[src/rtl/mps_pkg.sv]
package mps_pkg;

    // clock rate and the one-minute prescaler
    localparam int unsigned MPS_CLK_HZ        = 20_000_000;
    localparam int unsigned MPS_MINUTE_S      = 60;
    localparam int unsigned MPS_MINUTE_CYCLES = MPS_MINUTE_S * MPS_CLK_HZ;
    localparam int unsigned MPS_PRESC_W       = 31;

    // register byte offsets
    localparam logic [7:0] MPS_OFS_CTRL      = 8'h00;
    localparam logic [7:0] MPS_OFS_CMDWORD   = 8'h04;
    localparam logic [7:0] MPS_OFS_STATUS    = 8'h08;
    localparam logic [7:0] MPS_OFS_IRQ_STAT  = 8'h0c;
    localparam logic [7:0] MPS_OFS_IRQ_MASK  = 8'h10;

    // ctrl field positions
    localparam int unsigned MPS_CTRL_SRC_LSB   = 0;
    localparam int unsigned MPS_CTRL_LEVEL_LSB = 8;
    localparam int unsigned MPS_CTRL_DELAY_LSB = 16;

    // request source codes; 3..7 pick control word bits 11..15
    localparam logic [2:0] MPS_SRC_NONE  = 3'h0;
    localparam logic [2:0] MPS_SRC_DI3   = 3'h1;
    localparam logic [2:0] MPS_SRC_DI4   = 3'h2;
    localparam logic [3:0] MPS_VIRT_OFS  = 4'h8;

    // setting limits and reset values
    localparam logic [6:0] MPS_LEVEL_MAX = 7'h64;
    localparam logic [6:0] MPS_LEVEL_RST = 7'h00;
    localparam logic [9:0] MPS_DELAY_MAX = 10'h3e7;
    localparam logic [9:0] MPS_DELAY_RST = 10'h005;
    localparam logic [7:0] MPS_DEMAND_MIN = 8'h01;

    // interrupt bit positions
    localparam int unsigned MPS_IRQ_REQ   = 0;
    localparam int unsigned MPS_IRQ_START = 1;
    localparam int unsigned MPS_IRQ_END   = 2;
    localparam int unsigned MPS_IRQ_W     = 3;

    // sequencer states, gray along idle -> wait -> heat
    typedef enum logic [1:0] {
        MPS_IDLE = 2'b00,
        MPS_WAIT = 2'b01,
        MPS_HEAT = 2'b11
    } mps_state_type;

    // software settings
    typedef struct packed {
        logic [9:0] warming_delay_minutes;
        logic [6:0] warming_current_level;
        logic [2:0] warming_request_source;
    } mps_ctrl_type;

    // drive outputs toward the firing stage
    typedef struct packed {
        logic       heat_enable;
        logic       hold_rotor;
        logic       thermal_suspend;
        logic       warming_status_indication;
        logic [7:0] current_demand;
    } mps_drive_type;

endpackage

[src/rtl/mps_in_sync.sv]
module mps_in_sync #(
    parameter int unsigned W = 3
) (
    // clock and reset
    input  wire logic         hclk,
    input  wire logic         hresetn,
    // asynchronous pins and their settled copies
    input  wire logic [W-1:0] pin_in,
    output logic      [W-1:0] pin_out
);

    // one three-stage chain per pin
    genvar gi;
    generate
        for (gi = 0; gi < W; gi++)
        begin : g_bit
            logic s1_r;   // metastable stage, read by s2 only
            logic s2_r;   // second stage
            logic s3_r;   // third stage
            logic out_r;  // settled level

            // shift chain
            always_ff @(posedge hclk or negedge hresetn)
            begin
                if (!hresetn)
                begin
                    s1_r <= 1'b0;
                    s2_r <= 1'b0;
                    s3_r <= 1'b0;
                end
                else
                begin
                    s1_r <= pin_in[gi];
                    s2_r <= s1_r;
                    s3_r <= s2_r;
                end
            end

            // accept a change only once two stages agree
            always_ff @(posedge hclk or negedge hresetn)
            begin
                if (!hresetn)
                    out_r <= 1'b0;
                else if (s2_r == s3_r)
                    out_r <= s2_r;
            end

            assign pin_out[gi] = out_r;
        end
    endgenerate

endmodule

[src/rtl/mps_motor_preheat_sequencer.sv]
// Local design decisions: the register offsets and register access over AHB-Lite.
module mps_motor_preheat_sequencer
    import mps_pkg::*;
#(
    parameter int unsigned MINUTE_CYCLES = mps_pkg::MPS_MINUTE_CYCLES
) (
    // clock and reset
    input  wire logic                  hclk,
    input  wire logic                  hresetn,
    // ahb-lite slave
    input  wire logic                  hsel,
    input  wire logic [7:0]            haddr,
    input  wire logic [1:0]            htrans,
    input  wire logic                  hwrite,
    input  wire logic [2:0]            hsize,
    input  wire logic [31:0]           hwdata,
    input  wire logic                  hready,
    output logic      [31:0]           hrdata,
    output logic                       hreadyout,
    output logic                       hresp,
    // terminal pins
    input  wire logic                  digital_input_three,
    input  wire logic                  digital_input_four,
    input  wire logic                  stop_terminal,
    // starter command path, same clock
    input  wire logic                  motor_stopped,
    input  wire logic                  run_order,
    input  wire logic                  stop_order,
    input  wire logic                  restart_lockout_time,
    // configuration that rules the function out
    input  wire logic                  cascade_en,
    input  wire logic                  inside_delta,
    input  wire logic                  two_wire_ctrl,
    // drive and interrupt
    output mps_pkg::mps_drive_type     drive,
    output logic                       irq
);
    import mps_pkg::*;

    // settled pins: [0] input three, [1] input four, [2] stop terminal
    logic [2:0]                 pins_s;
    // register state
    mps_ctrl_type               ctrl_r;
    logic [15:0]                cmd_word_r;
    logic [MPS_IRQ_W-1:0]       irq_stat_r;
    logic [MPS_IRQ_W-1:0]       irq_stat_nxt;
    logic [MPS_IRQ_W-1:0]       irq_mask_r;
    // bus phase tracking
    logic                       wr_pend_r;
    logic                       rd_pend_r;
    logic                       rd_done_r;
    logic [7:0]                 addr_r;
    logic [31:0]                hrdata_r;
    logic [31:0]                rd_mux;
    // timers and sequencer
    logic [MPS_PRESC_W-1:0]     presc_r;
    logic [9:0]                 minutes_r;
    logic                       delay_elapsed;
    mps_state_type              state_r;
    mps_state_type              state_nxt;
    logic                       block_r;
    logic                       req_sel;
    logic                       func_ok;
    logic                       start_ok;
    logic                       end_cond;
    logic                       heating;
    logic [7:0]                 demand_r;
    logic [MPS_IRQ_W-1:0]       events;

    // pin synchroniser bank
    mps_in_sync #(
        .W       (3)
    ) u_sync (
        .hclk    (hclk),
        .hresetn (hresetn),
        .pin_in  ({stop_terminal, digital_input_four, digital_input_three}),
        .pin_out (pins_s)
    );

    // ahb phase capture; reads take one wait so data come from a flop
    always_ff @(posedge hclk or negedge hresetn)
    begin
        if (!hresetn)
        begin
            wr_pend_r <= 1'b0;
            rd_pend_r <= 1'b0;
            rd_done_r <= 1'b0;
            addr_r    <= 8'h00;
        end
        else
        begin
            rd_done_r <= rd_pend_r;
            if (hready && !rd_pend_r)
            begin
                wr_pend_r <= hsel && htrans[1] && hwrite;
                rd_pend_r <= hsel && htrans[1] && !hwrite;
                addr_r    <= haddr;
            end
            else
            begin
                wr_pend_r <= 1'b0;
                rd_pend_r <= 1'b0;
            end
        end
    end

    // read multiplexer; unmapped offsets read zero
    always_comb
    begin
        rd_mux = 32'h0000_0000;
        unique case (addr_r)
            MPS_OFS_CTRL:
            begin
                rd_mux[MPS_CTRL_SRC_LSB +: 3] = ctrl_r.warming_request_source;
                if (ctrl_r.warming_request_source != MPS_SRC_NONE)
                begin
                    rd_mux[MPS_CTRL_LEVEL_LSB +: 7] =
                        ctrl_r.warming_current_level;
                    rd_mux[MPS_CTRL_DELAY_LSB +: 10] =
                        ctrl_r.warming_delay_minutes;
                end
            end
            MPS_OFS_CMDWORD:  rd_mux[15:0] = cmd_word_r;
            MPS_OFS_STATUS:
            begin
                rd_mux[0]     = drive.warming_status_indication;
                rd_mux[1]     = heating;
                rd_mux[2]     = delay_elapsed;
                rd_mux[3]     = motor_stopped;
                rd_mux[4]     = restart_lockout_time;
                rd_mux[5]     = !func_ok;
                rd_mux[25:16] = minutes_r;
            end
            MPS_OFS_IRQ_STAT: rd_mux[MPS_IRQ_W-1:0] = irq_stat_r;
            MPS_OFS_IRQ_MASK: rd_mux[MPS_IRQ_W-1:0] = irq_mask_r;
            default:          rd_mux = 32'h0000_0000;
        endcase
    end

    // read data register, loaded in the wait cycle
    always_ff @(posedge hclk or negedge hresetn)
    begin
        if (!hresetn)
            hrdata_r <= 32'h0000_0000;
        else if (rd_pend_r)
            hrdata_r <= rd_mux;
    end

    assign hrdata    = hrdata_r;
    assign hreadyout = !rd_pend_r;
    assign hresp     = 1'b0;

    // settings and control word; out-of-range values clamp
    always_ff @(posedge hclk or negedge hresetn)
    begin
        if (!hresetn)
        begin
            ctrl_r.warming_request_source <= MPS_SRC_NONE;
            ctrl_r.warming_current_level  <= MPS_LEVEL_RST;
            ctrl_r.warming_delay_minutes  <= MPS_DELAY_RST;
            cmd_word_r                    <= 16'h0000;
            irq_mask_r                    <= '0;
        end
        else if (wr_pend_r)
        begin
            unique case (addr_r)
                MPS_OFS_CTRL:
                begin
                    ctrl_r.warming_request_source <=
                        hwdata[MPS_CTRL_SRC_LSB +: 3];
                    ctrl_r.warming_current_level <=
                        (hwdata[MPS_CTRL_LEVEL_LSB +: 7] > MPS_LEVEL_MAX) ?
                        MPS_LEVEL_MAX : hwdata[MPS_CTRL_LEVEL_LSB +: 7];
                    ctrl_r.warming_delay_minutes <=
                        (hwdata[MPS_CTRL_DELAY_LSB +: 10] > MPS_DELAY_MAX) ?
                        MPS_DELAY_MAX : hwdata[MPS_CTRL_DELAY_LSB +: 10];
                end
                MPS_OFS_CMDWORD:  cmd_word_r <= hwdata[15:0];
                MPS_OFS_IRQ_MASK: irq_mask_r <= hwdata[MPS_IRQ_W-1:0];
                default:
                begin
                    cmd_word_r <= cmd_word_r;
                end
            endcase
        end
    end

    // interrupt status: write one clears, a new event wins over the clear
    always_comb
    begin
        irq_stat_nxt = irq_stat_r;
        if (wr_pend_r && addr_r == MPS_OFS_IRQ_STAT)
            irq_stat_nxt = irq_stat_nxt & ~hwdata[MPS_IRQ_W-1:0];
        irq_stat_nxt = irq_stat_nxt | events;
    end

    always_ff @(posedge hclk or negedge hresetn)
    begin
        if (!hresetn)
            irq_stat_r <= '0;
        else
            irq_stat_r <= irq_stat_nxt;
    end

    assign irq = |(irq_stat_r & irq_mask_r);

    // minute prescaler and delay counter
    always_ff @(posedge hclk or negedge hresetn)
    begin
        if (!hresetn)
        begin
            presc_r   <= '0;
            minutes_r <= 10'h000;
        end
        else if (!motor_stopped)
        begin
            presc_r   <= '0;
            minutes_r <= 10'h000;
        end
        else if (stop_order)
        begin
            presc_r   <= '0;
            minutes_r <= 10'h000;
        end
        else if (presc_r == MPS_PRESC_W'(MINUTE_CYCLES - 1))
        begin
            presc_r <= '0;
            if (minutes_r != MPS_DELAY_MAX)
                minutes_r <= minutes_r + 10'h001;
        end
        else
            presc_r <= presc_r + MPS_PRESC_W'(1);
    end

    assign delay_elapsed = minutes_r >= ctrl_r.warming_delay_minutes;

    // selected request; virtual codes index control word bits 11..15
    always_comb
    begin
        req_sel = 1'b0;
        unique case (ctrl_r.warming_request_source)
            MPS_SRC_NONE: req_sel = 1'b0;
            MPS_SRC_DI3:  req_sel = pins_s[0];
            MPS_SRC_DI4:  req_sel = pins_s[1];
            default:
                req_sel = cmd_word_r[{1'b0, ctrl_r.warming_request_source}
                                     + MPS_VIRT_OFS];
        endcase
    end

    assign func_ok  = !(cascade_en || inside_delta || two_wire_ctrl);
    assign start_ok = motor_stopped && restart_lockout_time &&
                      delay_elapsed && pins_s[2];
    assign end_cond = !req_sel || run_order || stop_order || !func_ok;
    assign heating  = state_r == MPS_HEAT;

    // sequencer next state
    always_comb
    begin
        state_nxt = state_r;
        unique case (state_r)
            MPS_IDLE:
            begin
                if (req_sel && func_ok && !block_r)
                    state_nxt = MPS_WAIT;
            end
            MPS_WAIT:
            begin
                if (end_cond)
                    state_nxt = MPS_IDLE;
                else if (start_ok)
                    state_nxt = MPS_HEAT;
            end
            MPS_HEAT:
            begin
                if (end_cond || !motor_stopped || !pins_s[2])
                    state_nxt = MPS_IDLE;
            end
            default: state_nxt = MPS_IDLE;
        endcase
    end

    always_ff @(posedge hclk or negedge hresetn)
    begin
        if (!hresetn)
            state_r <= MPS_IDLE;
        else
            state_r <= state_nxt;
    end

    // after a run or stop order the request must drop before re-arming,
    // otherwise a held input would silently restart heating later
    always_ff @(posedge hclk or negedge hresetn)
    begin
        if (!hresetn)
            block_r <= 1'b0;
        else if (state_r != MPS_IDLE && (run_order || stop_order))
            block_r <= 1'b1;
        else if (!req_sel)
            block_r <= 1'b0;
    end

    // current demand, one cycle behind the state
    always_ff @(posedge hclk or negedge hresetn)
    begin
        if (!hresetn)
            demand_r <= 8'h00;
        else if (heating)
            demand_r <= {1'b0, ctrl_r.warming_current_level}
                        + MPS_DEMAND_MIN;
        else
            demand_r <= 8'h00;
    end

    // drive bundle
    assign drive.heat_enable               = heating;
    assign drive.hold_rotor                = heating;
    assign drive.thermal_suspend           = heating;
    assign drive.warming_status_indication = state_r != MPS_IDLE;
    assign drive.current_demand            = demand_r;

    // events feeding the interrupt status
    assign events[MPS_IRQ_REQ]   = state_r == MPS_IDLE &&
                                   state_nxt == MPS_WAIT;
    assign events[MPS_IRQ_START] = state_nxt == MPS_HEAT && !heating;
    assign events[MPS_IRQ_END]   = heating && state_nxt != MPS_HEAT;

    // checks
    property p_start_pre;
        @(posedge hclk) disable iff (!hresetn)
        $rose(heating) |-> $past(start_ok && req_sel && func_ok);
    endproperty
    a_start_pre: assert property (p_start_pre)
        else $error("heating began without its preconditions");

    property p_end_orders;
        @(posedge hclk) disable iff (!hresetn)
        heating && (run_order || stop_order || !req_sel) |=> !heating;
    endproperty
    a_end_orders: assert property (p_end_orders)
        else $error("heating survived an end condition");

    property p_stop_restart;
        @(posedge hclk) disable iff (!hresetn)
        stop_order |=> minutes_r == 10'h000 && presc_r == '0;
    endproperty
    a_stop_restart: assert property (p_stop_restart)
        else $error("delay not restarted by stop order");

    property p_delay_full;
        @(posedge hclk) disable iff (!hresetn)
        heating |-> minutes_r >= ctrl_r.warming_delay_minutes;
    endproperty
    a_delay_full: assert property (p_delay_full)
        else $error("heating before delay expired");

    property p_both_timers;
        @(posedge hclk) disable iff (!hresetn)
        $rose(heating) |-> $past(restart_lockout_time && delay_elapsed);
    endproperty
    a_both_timers: assert property (p_both_timers)
        else $error("heating before both timers expired");

    property p_level;
        @(posedge hclk) disable iff (!hresetn)
        heating |=> demand_r ==
            {1'b0, $past(ctrl_r.warming_current_level)} + MPS_DEMAND_MIN;
    endproperty
    a_level: assert property (p_level)
        else $error("demand does not follow level");

    property p_nonzero;
        @(posedge hclk) disable iff (!hresetn)
        heating ##1 heating |-> demand_r != 8'h00;
    endproperty
    a_nonzero: assert property (p_nonzero)
        else $error("zero demand while heating");

    property p_status_wait;
        @(posedge hclk) disable iff (!hresetn)
        state_r == MPS_WAIT |-> drive.warming_status_indication &&
                                !drive.heat_enable;
    endproperty
    a_status_wait: assert property (p_status_wait)
        else $error("status missing while waiting");

    property p_none_idle;
        @(posedge hclk) disable iff (!hresetn)
        ctrl_r.warming_request_source == MPS_SRC_NONE &&
        state_r == MPS_IDLE |=> state_r == MPS_IDLE;
    endproperty
    a_none_idle: assert property (p_none_idle)
        else $error("left idle with no source");

    property p_incompat;
        @(posedge hclk) disable iff (!hresetn)
        (cascade_en || inside_delta || two_wire_ctrl) |=>
            state_r == MPS_IDLE;
    endproperty
    a_incompat: assert property (p_incompat)
        else $error("sequencer active in incompatible setup");

    property p_run_clear;
        @(posedge hclk) disable iff (!hresetn)
        !motor_stopped |=> minutes_r == 10'h000;
    endproperty
    a_run_clear: assert property (p_run_clear)
        else $error("delay kept while motor running");

    c_heat: cover property (@(posedge hclk) disable iff (!hresetn)
        $rose(heating));
    c_run_end: cover property (@(posedge hclk) disable iff (!hresetn)
        heating && run_order);
    c_wait: cover property (@(posedge hclk) disable iff (!hresetn)
        state_r == MPS_WAIT && !delay_elapsed);

endmodule

[config.mk]
export PLATFORM = sky130hd
export DESIGN_NAME = mps_motor_preheat_sequencer
export DESIGN_NICKNAME = d
export VERILOG_FILES = /design/src/rtl/mps_pkg.sv /design/src/rtl/mps_in_sync.sv /design/src/rtl/mps_motor_preheat_sequencer.sv
export SDC_FILE = /design/constraint.sdc
export NUM_CORES = 1
export LEC_CHECK = 0
export BUFFER_PORTS_ARGS = -buffer_cell sky130_fd_sc_hd__buf_4
export CORE_MARGIN = 2
export CORE_UTILIZATION = 51
export DETAILED_ROUTE_END_ITERATION = 6
export GPL_ROUTABILITY_DRIVEN = 0
export PLACE_DENSITY = 0.76
export SKIP_LAST_GASP = 1
export SLEW_MARGIN = 10
export SYNTH_ARGS = -nofsm -noshare
export SYNTH_HDL_FRONTEND = slang
export SYNTH_SLANG_ARGS = --single-unit
[constraint.sdc]
create_clock -name hclk -period 2.8 [get_ports hclk]
set_clock_uncertainty 0.1 [all_clocks]
set_input_delay 0.56 -clock hclk [delete_from_list [all_inputs] [get_ports hclk]]
set_output_delay 0.56 -clock hclk [all_outputs]
set_load 0.01 [all_outputs]
# Yosys cells after proc, flatten, opt, wreduce, memory -nomap -nowiden
# Index checks and enable logic that the tools add are counted.
[op_classes] add_sub_neg=4 multipliers=0 n_div=0 magnitude_cmp=4 n_eq_ne=19 shift=0 muxes=31 bitwise=4 reduce_logical=40
[op_table] cell="31-bit 2-to-1 mux" count=3
[op_table] cell="10-bit 2-to-1 mux" count=6
[op_table] cell="31-bit by 1-bit adder with 31-bit output, second input constant" count=1
[op_table] cell="31-bit equality test, second input constant" count=1
[op_table] cell="10-bit case mux with 2 select lines" count=1
[op_table] cell="8-bit by 4-bit equality test with 1-bit output, second input constant" count=2
[op_table] cell="3-bit case mux with 5 select lines" count=1
[op_table] cell="1-bit logical AND" count=14
[op_table] cell="7-bit 2-to-1 mux" count=2
[op_table] cell="7-bit case mux with 2 select lines" count=1
[op_table] cell="10-bit by 1-bit adder with 10-bit output, second input constant" count=1
[op_table] cell="10-bit greater-or-equal comparator" count=1
[op_table] cell="10-bit greater-than comparator, second input constant" count=1
[op_table] cell="2-bit 2-to-1 mux" count=5
[op_table] cell="10-bit != test, second input constant" count=1
[op_table] cell="7-bit by 1-bit adder with 8-bit output, second input constant" count=1
[op_table] cell="8-bit by 3-bit equality test with 1-bit output, second input constant" count=1
[op_table] cell="8-bit by 5-bit equality test with 1-bit output, second input constant" count=1
[op_table] cell="1-bit logical NOT" count=8
[op_table] cell="8-bit logical NOT" count=1
[op_table] cell="1-bit logical OR" count=8
[op_table] cell="8-bit 2-to-1 mux" count=1
[op_table] cell="2-bit AND reduction" count=4
[op_table] cell="7-bit greater-than comparator, second input constant" count=1
[op_table] cell="other kinds (24)" count=35
[totals] register_bits=142 latch_bits=0 mem_bits_rw=0 romBits=0 in_bits=60 output_inout_bits=47 elab_cells=129 mem_count=0

# Longest topological paths before layout
[depth] word_depth=15 ltp_mapped=7 depth_no_buf=7

# Modules after synthesis
# Synthesis repeated with hierarchy kept, for this count alone.
[hier_totals] cells_unflattened=622 area_unflattened_um2=6557.5
[by_module_without_submodules] module="mps_motor_preheat_sequencer" n_inst=1 cells_per_inst=604 area_per_inst_um2=6200.9 seq_area_each_um2=3255.6
[by_module_without_submodules] module="mps_in_sync" n_inst=1 cells_per_inst=18 area_per_inst_um2=356.6 seq_area_each_um2=300.3

# Least setup slack after synthesis
# Ideal clock, no wire load.
[synth_timing] path_type="register to register" startpoint="register presc_r[28]" endpoint="register minutes_r[3]" setup_time_ns=0.078 arrival_ns=2.566 required_ns=2.622 setup_slack_ns=0.055 path_stages_with_launch=7 path_buffers=1 period_less_slack_ns=2.745 cell_sequence="dfrtp_1 or4b_1 or4_4 or3_1 buf_2 or4_1 a21oi_1"
[synth_between] elab_chain_cells=3
[synth_lines] item="start, declared" line="mps_motor_preheat_sequencer.sv:56" source="logic [MPS_PRESC_W-1:0] presc_r;"
[synth_lines] item="start signal, assigned" line="mps_motor_preheat_sequencer.sv:232" source="presc_r <= presc_r + MPS_PRESC_W'(1);"
[synth_lines] item="31-bit equality test" line="mps_motor_preheat_sequencer.sv:225" source="else if (presc_r == MPS_PRESC_W'(MINUTE_CYCLES - 1))"
[synth_lines] item="3-bit by 1-bit != test with 1-bit output (no line)"
[synth_lines] item="2-bit AND reduction (no line)"
[synth_lines] item="end signal, assigned" line="mps_motor_preheat_sequencer.sv:229" source="minutes_r <= minutes_r + 10'h001;"
[synth_lines] item="end, declared" line="mps_motor_preheat_sequencer.sv:57" source="logic [9:0] minutes_r;"
# No other way between the ends.
# A chain may end at the register's enable or synchronous reset.

# Final worst setup path
[layout_timing] startpoint="register presc_r[28]" endpoint="register minutes_r[9]"
# Same word-level chain as after synthesis.

==> metrics.md <==
| Metric | Value |
|---|---|
| Status | `completed` |
| Cell area after synthesis | `0.00664 sq mm` |
| CTS Buffer Depth | `2` |
| Hold_buf cts | `0` |
| #FFs+latches synth | `roughly 140` |
| Leakage | `about 3.8 nW` |
| Max Cap Viol | `0` |
| Endpoints failing hold | `0` |
| Final setup vio count | `0` |
| Sink Count | `142` |
| GRT overflow | `0` |
| Yosys top cell by area | `dfrtp_1` |
| Post-route cell area | `between 0.008 and 0.009 sq mm` |
| EDFF count, synth | `0` |
| Max-slew violations | `0` |
| Placed Area | `0.00762 sq mm` |
| Hold WC Path Type | `in2async` |
| Unrepaired setup endpoints after global routing | `false` |
| CTS tree | `yes` |
| YS warnings | `0` |
| Worst EP arrival | `approximately 3000 ps` |
| Post-route insts no fill | `between 900 and 1000` |
| # IOs | `between 100 and 150` |
| Asr flop ratio synth | `100%` |
| Share of cells above drive strength 1 | `between 20 and 30%` |
| Largest net degree at the start of global routing | `73` |
| Relative slew slack | `48.8%` |
| R2R depth | `5` |
| Die X | `roughly 120 um` |
| PD cells | `617 mW/mm^2` |
| Worst Path Max Fanout | `6` |
| Synth Area per Inst | `a little over 10 sq um` |
| Worst-path clk slew | `roughly 50 ps` |
| # port buffers | `89` |
| Worst path cell trace | `or4b_1 > or4_4 > or3_4 > or4_1 > a21oi_2` |
| Worst-Skew Late Latency | `~420 ps` |
| HPWL Detailed | `roughly 11000 um` |
| Layout overhead on the synthesized area | `23.9%` |
| Initial Util | `between 50% and 60%` |
| DRC Markers | `0` |
| Startpoint types | `register` |
| Final WS setup | `68.0 ps` |
| Cell variety after synth | `57` |
| Fin nets | `a little over 800` |
| Tmin final | `roughly 2700 ps` |
| Post-synth top cells | `dfrtp_1 (140), nor2_1 (98), nand2_1 (46)` |
| DP Worst Slack | `around 32 ps` |
| Vias in the first global route | `approximately 5300` |
| Post-Route WL | `approximately 16000 um` |
| Reg2reg end | `minutes_r[9]` |
| CP top delay family | `simple AND/OR/NAND/NOR gates` |
| Area share of the largest cell type after synthesis | `between 50 and 60%` |
| Vias/cell | `5.67` |
| Vias | `roughly 5300` |
| Crit path largest cell delay | `560 ps` |
| GR Util All Layers | `about a quarter` |
| Core area | `around 0.013 sq mm` |
| Die Span Y | `118 um` |
| Cell with the most instances after synthesis | `dfrtp_1` |
| Hold_ws | `roughly 57 ps` |
| Placed Instances | `904` |
| Avg WL per Cell | `approximately 17 um` |
| CP endpoint kind | `register` |
| FP Rows | `approximately 40` |
| Crit share post-route | `roughly 98%` |
| Sequential area share after synthesis | `a little over half` |
| Synth area leaders | `dfrtp_1 (53%), mux2_2 (6.1%), nor2_1 (5.5%)` |
| Total Power | `5.07 mW` |
| Full die area | `~0.014 sq mm` |
| Reg2reg start | `presc_r[28]` |
| FF-to-FF setup slack | `70 ps` |
| Starting DRT DRC Count | `~400` |
| Synth Flop Type | `dfrtp_1` |
| Slew @ Worst Pin | `766 ps` |
| Setup TNS | `0 ps` |
| H-Tree Depth | `4` |
| Utilization after layout | `approximately two thirds` |
| First-pass GRT wire length | `between 20000 and 30000 um` |
| Crit Path Class | `reg2reg` |
| Post-Syn Instances | `640` |
| Root Buffer | `clkbuf_16` |
| Antenna cells | `0` |
| Post-DRT Antenna Nets | `0` |
| Critical-path top delay cell | `or4_4` |
| Initial antenna violation count | `0` |
| Fmax | `roughly 370 MHz` |
| CTS Buf Count | `17` |
| Req. time, crit path | `3040 ps` |
| Pre-Repair DR Iteration Count | `5` |
| CP Buf/Inv Count | `0` |
| Worst VDD drop | `about 350 uV` |
## how the worst max path moves through the flow
stage	depth (start not counted)	from	to
2_1_floorplan	6	presc_r[28]	minutes_r[3]
3_3_place_gp	5	presc_r[14]	minutes_r[6]
3_5_place_dp	5	presc_r[14]	minutes_r[9]
4_1_cts	5	presc_r[28]	minutes_r[9]
5_1_grt	5	presc_r[28]	minutes_r[9]
6_report	5	presc_r[28]	minutes_r[9]
## power by group
group	total [mW]	switching, mW	internal, mW
combinational	0.484	0.244	0.240
sequential	2.28	0.0968	2.18
clock	2.31	0.795	1.51
total	5.07	1.14	3.94
## worst reg2reg max path, cell delays in order, from the launching register on
cell	delay (ps)
dfrtp_1	380
or4b_1	530
or4_4	560
or3_4	370
or4_1	550
a21oi_2	170
## logic make-up (layout without fill, tap and decap cells)
group,Yosys count,count (layout),synth area share [%]
AND/OR/NAND/NOR,258,258,18.9
flip-flops,142,142,53.6
AO/OA/AOI/OAI,93,93,9.54
buffers and inverters,58,172,3.86
multiplexers,44,44,7.52
XOR/XNOR,28,28,3.69
adder cells (fa/ha/maj),16,16,2.90
other,1,7,0.0565
## area by class of cell
type	count	area [sq um]
multi-input combinational	446	2860
clock inverter	7	139
timing repair buffer	121	912
clock buffer	21	460
fill	1014	4440
inverter	23	86.3
tap	172	215
sequential	142	3560
## timing repair
action / in CTS / in global routing
pin swaps: 0 / 1
buffers inserted: 0 / 0
resized for setup: 1 / 1
setup endpoints to repair: 1 / 3
hold endpoints to repair: 0 / 0
## sequential cells by signal, summed over array words and instances (netlist names), 8 cells and up
signal	flops
minutes_r	10
demand_r	8
cmd_word_r	16
presc_r	31
hrdata	26
ctrl_r	20
addr_r	8
## layout by cell type (no fill, tap or decap), types with 4 or more instances in the layout
| cell type | instances |
|---|---|
| or4_1 | 8 |
| o31ai_1 | 4 |
| a221oi_1 | 21 |
| nor2_1 | 98 |
| or3_1 | 4 |
| xnor2_1 | 9 |
| nand3_1 | 31 |
| nor2b_1 | 8 |
| and3_1 | 10 |
| nor3b_1 | 4 |
| buf_4 | 120 |
| bufinv_16 | 4 |
| mux2i_1 | 6 |
| nand4_1 | 13 |
| nor4_1 | 10 |
| dfrtp_1 | 140 |
| xor2_1 | 19 |
| a21oi_1 | 21 |
| clkbuf_16 | 17 |
| nand2b_1 | 5 |
| nand2_1 | 46 |
| mux2_2 | 36 |
| inv_1 | 23 |
| o21ai_0 | 22 |
| nor3_1 | 7 |
| ha_1 | 13 |
| conb_1 | 7 |
## per-layer routing
| layer | wire, um | vias up | global-route usage, % |
|---|---|---|---|
| li1 | - | 2481 | - |
| met4 | 357 | 0 | 9.79 |
| met3 | 858 | 28 | 4.84 |
| met5 | 0 | - | 0 |
| met2 | 7840 | 169 | 38.9 |
| met1 | 6650 | 2609 | 30.1 |
Note: power is estimated with default switching activity, not from simulation.
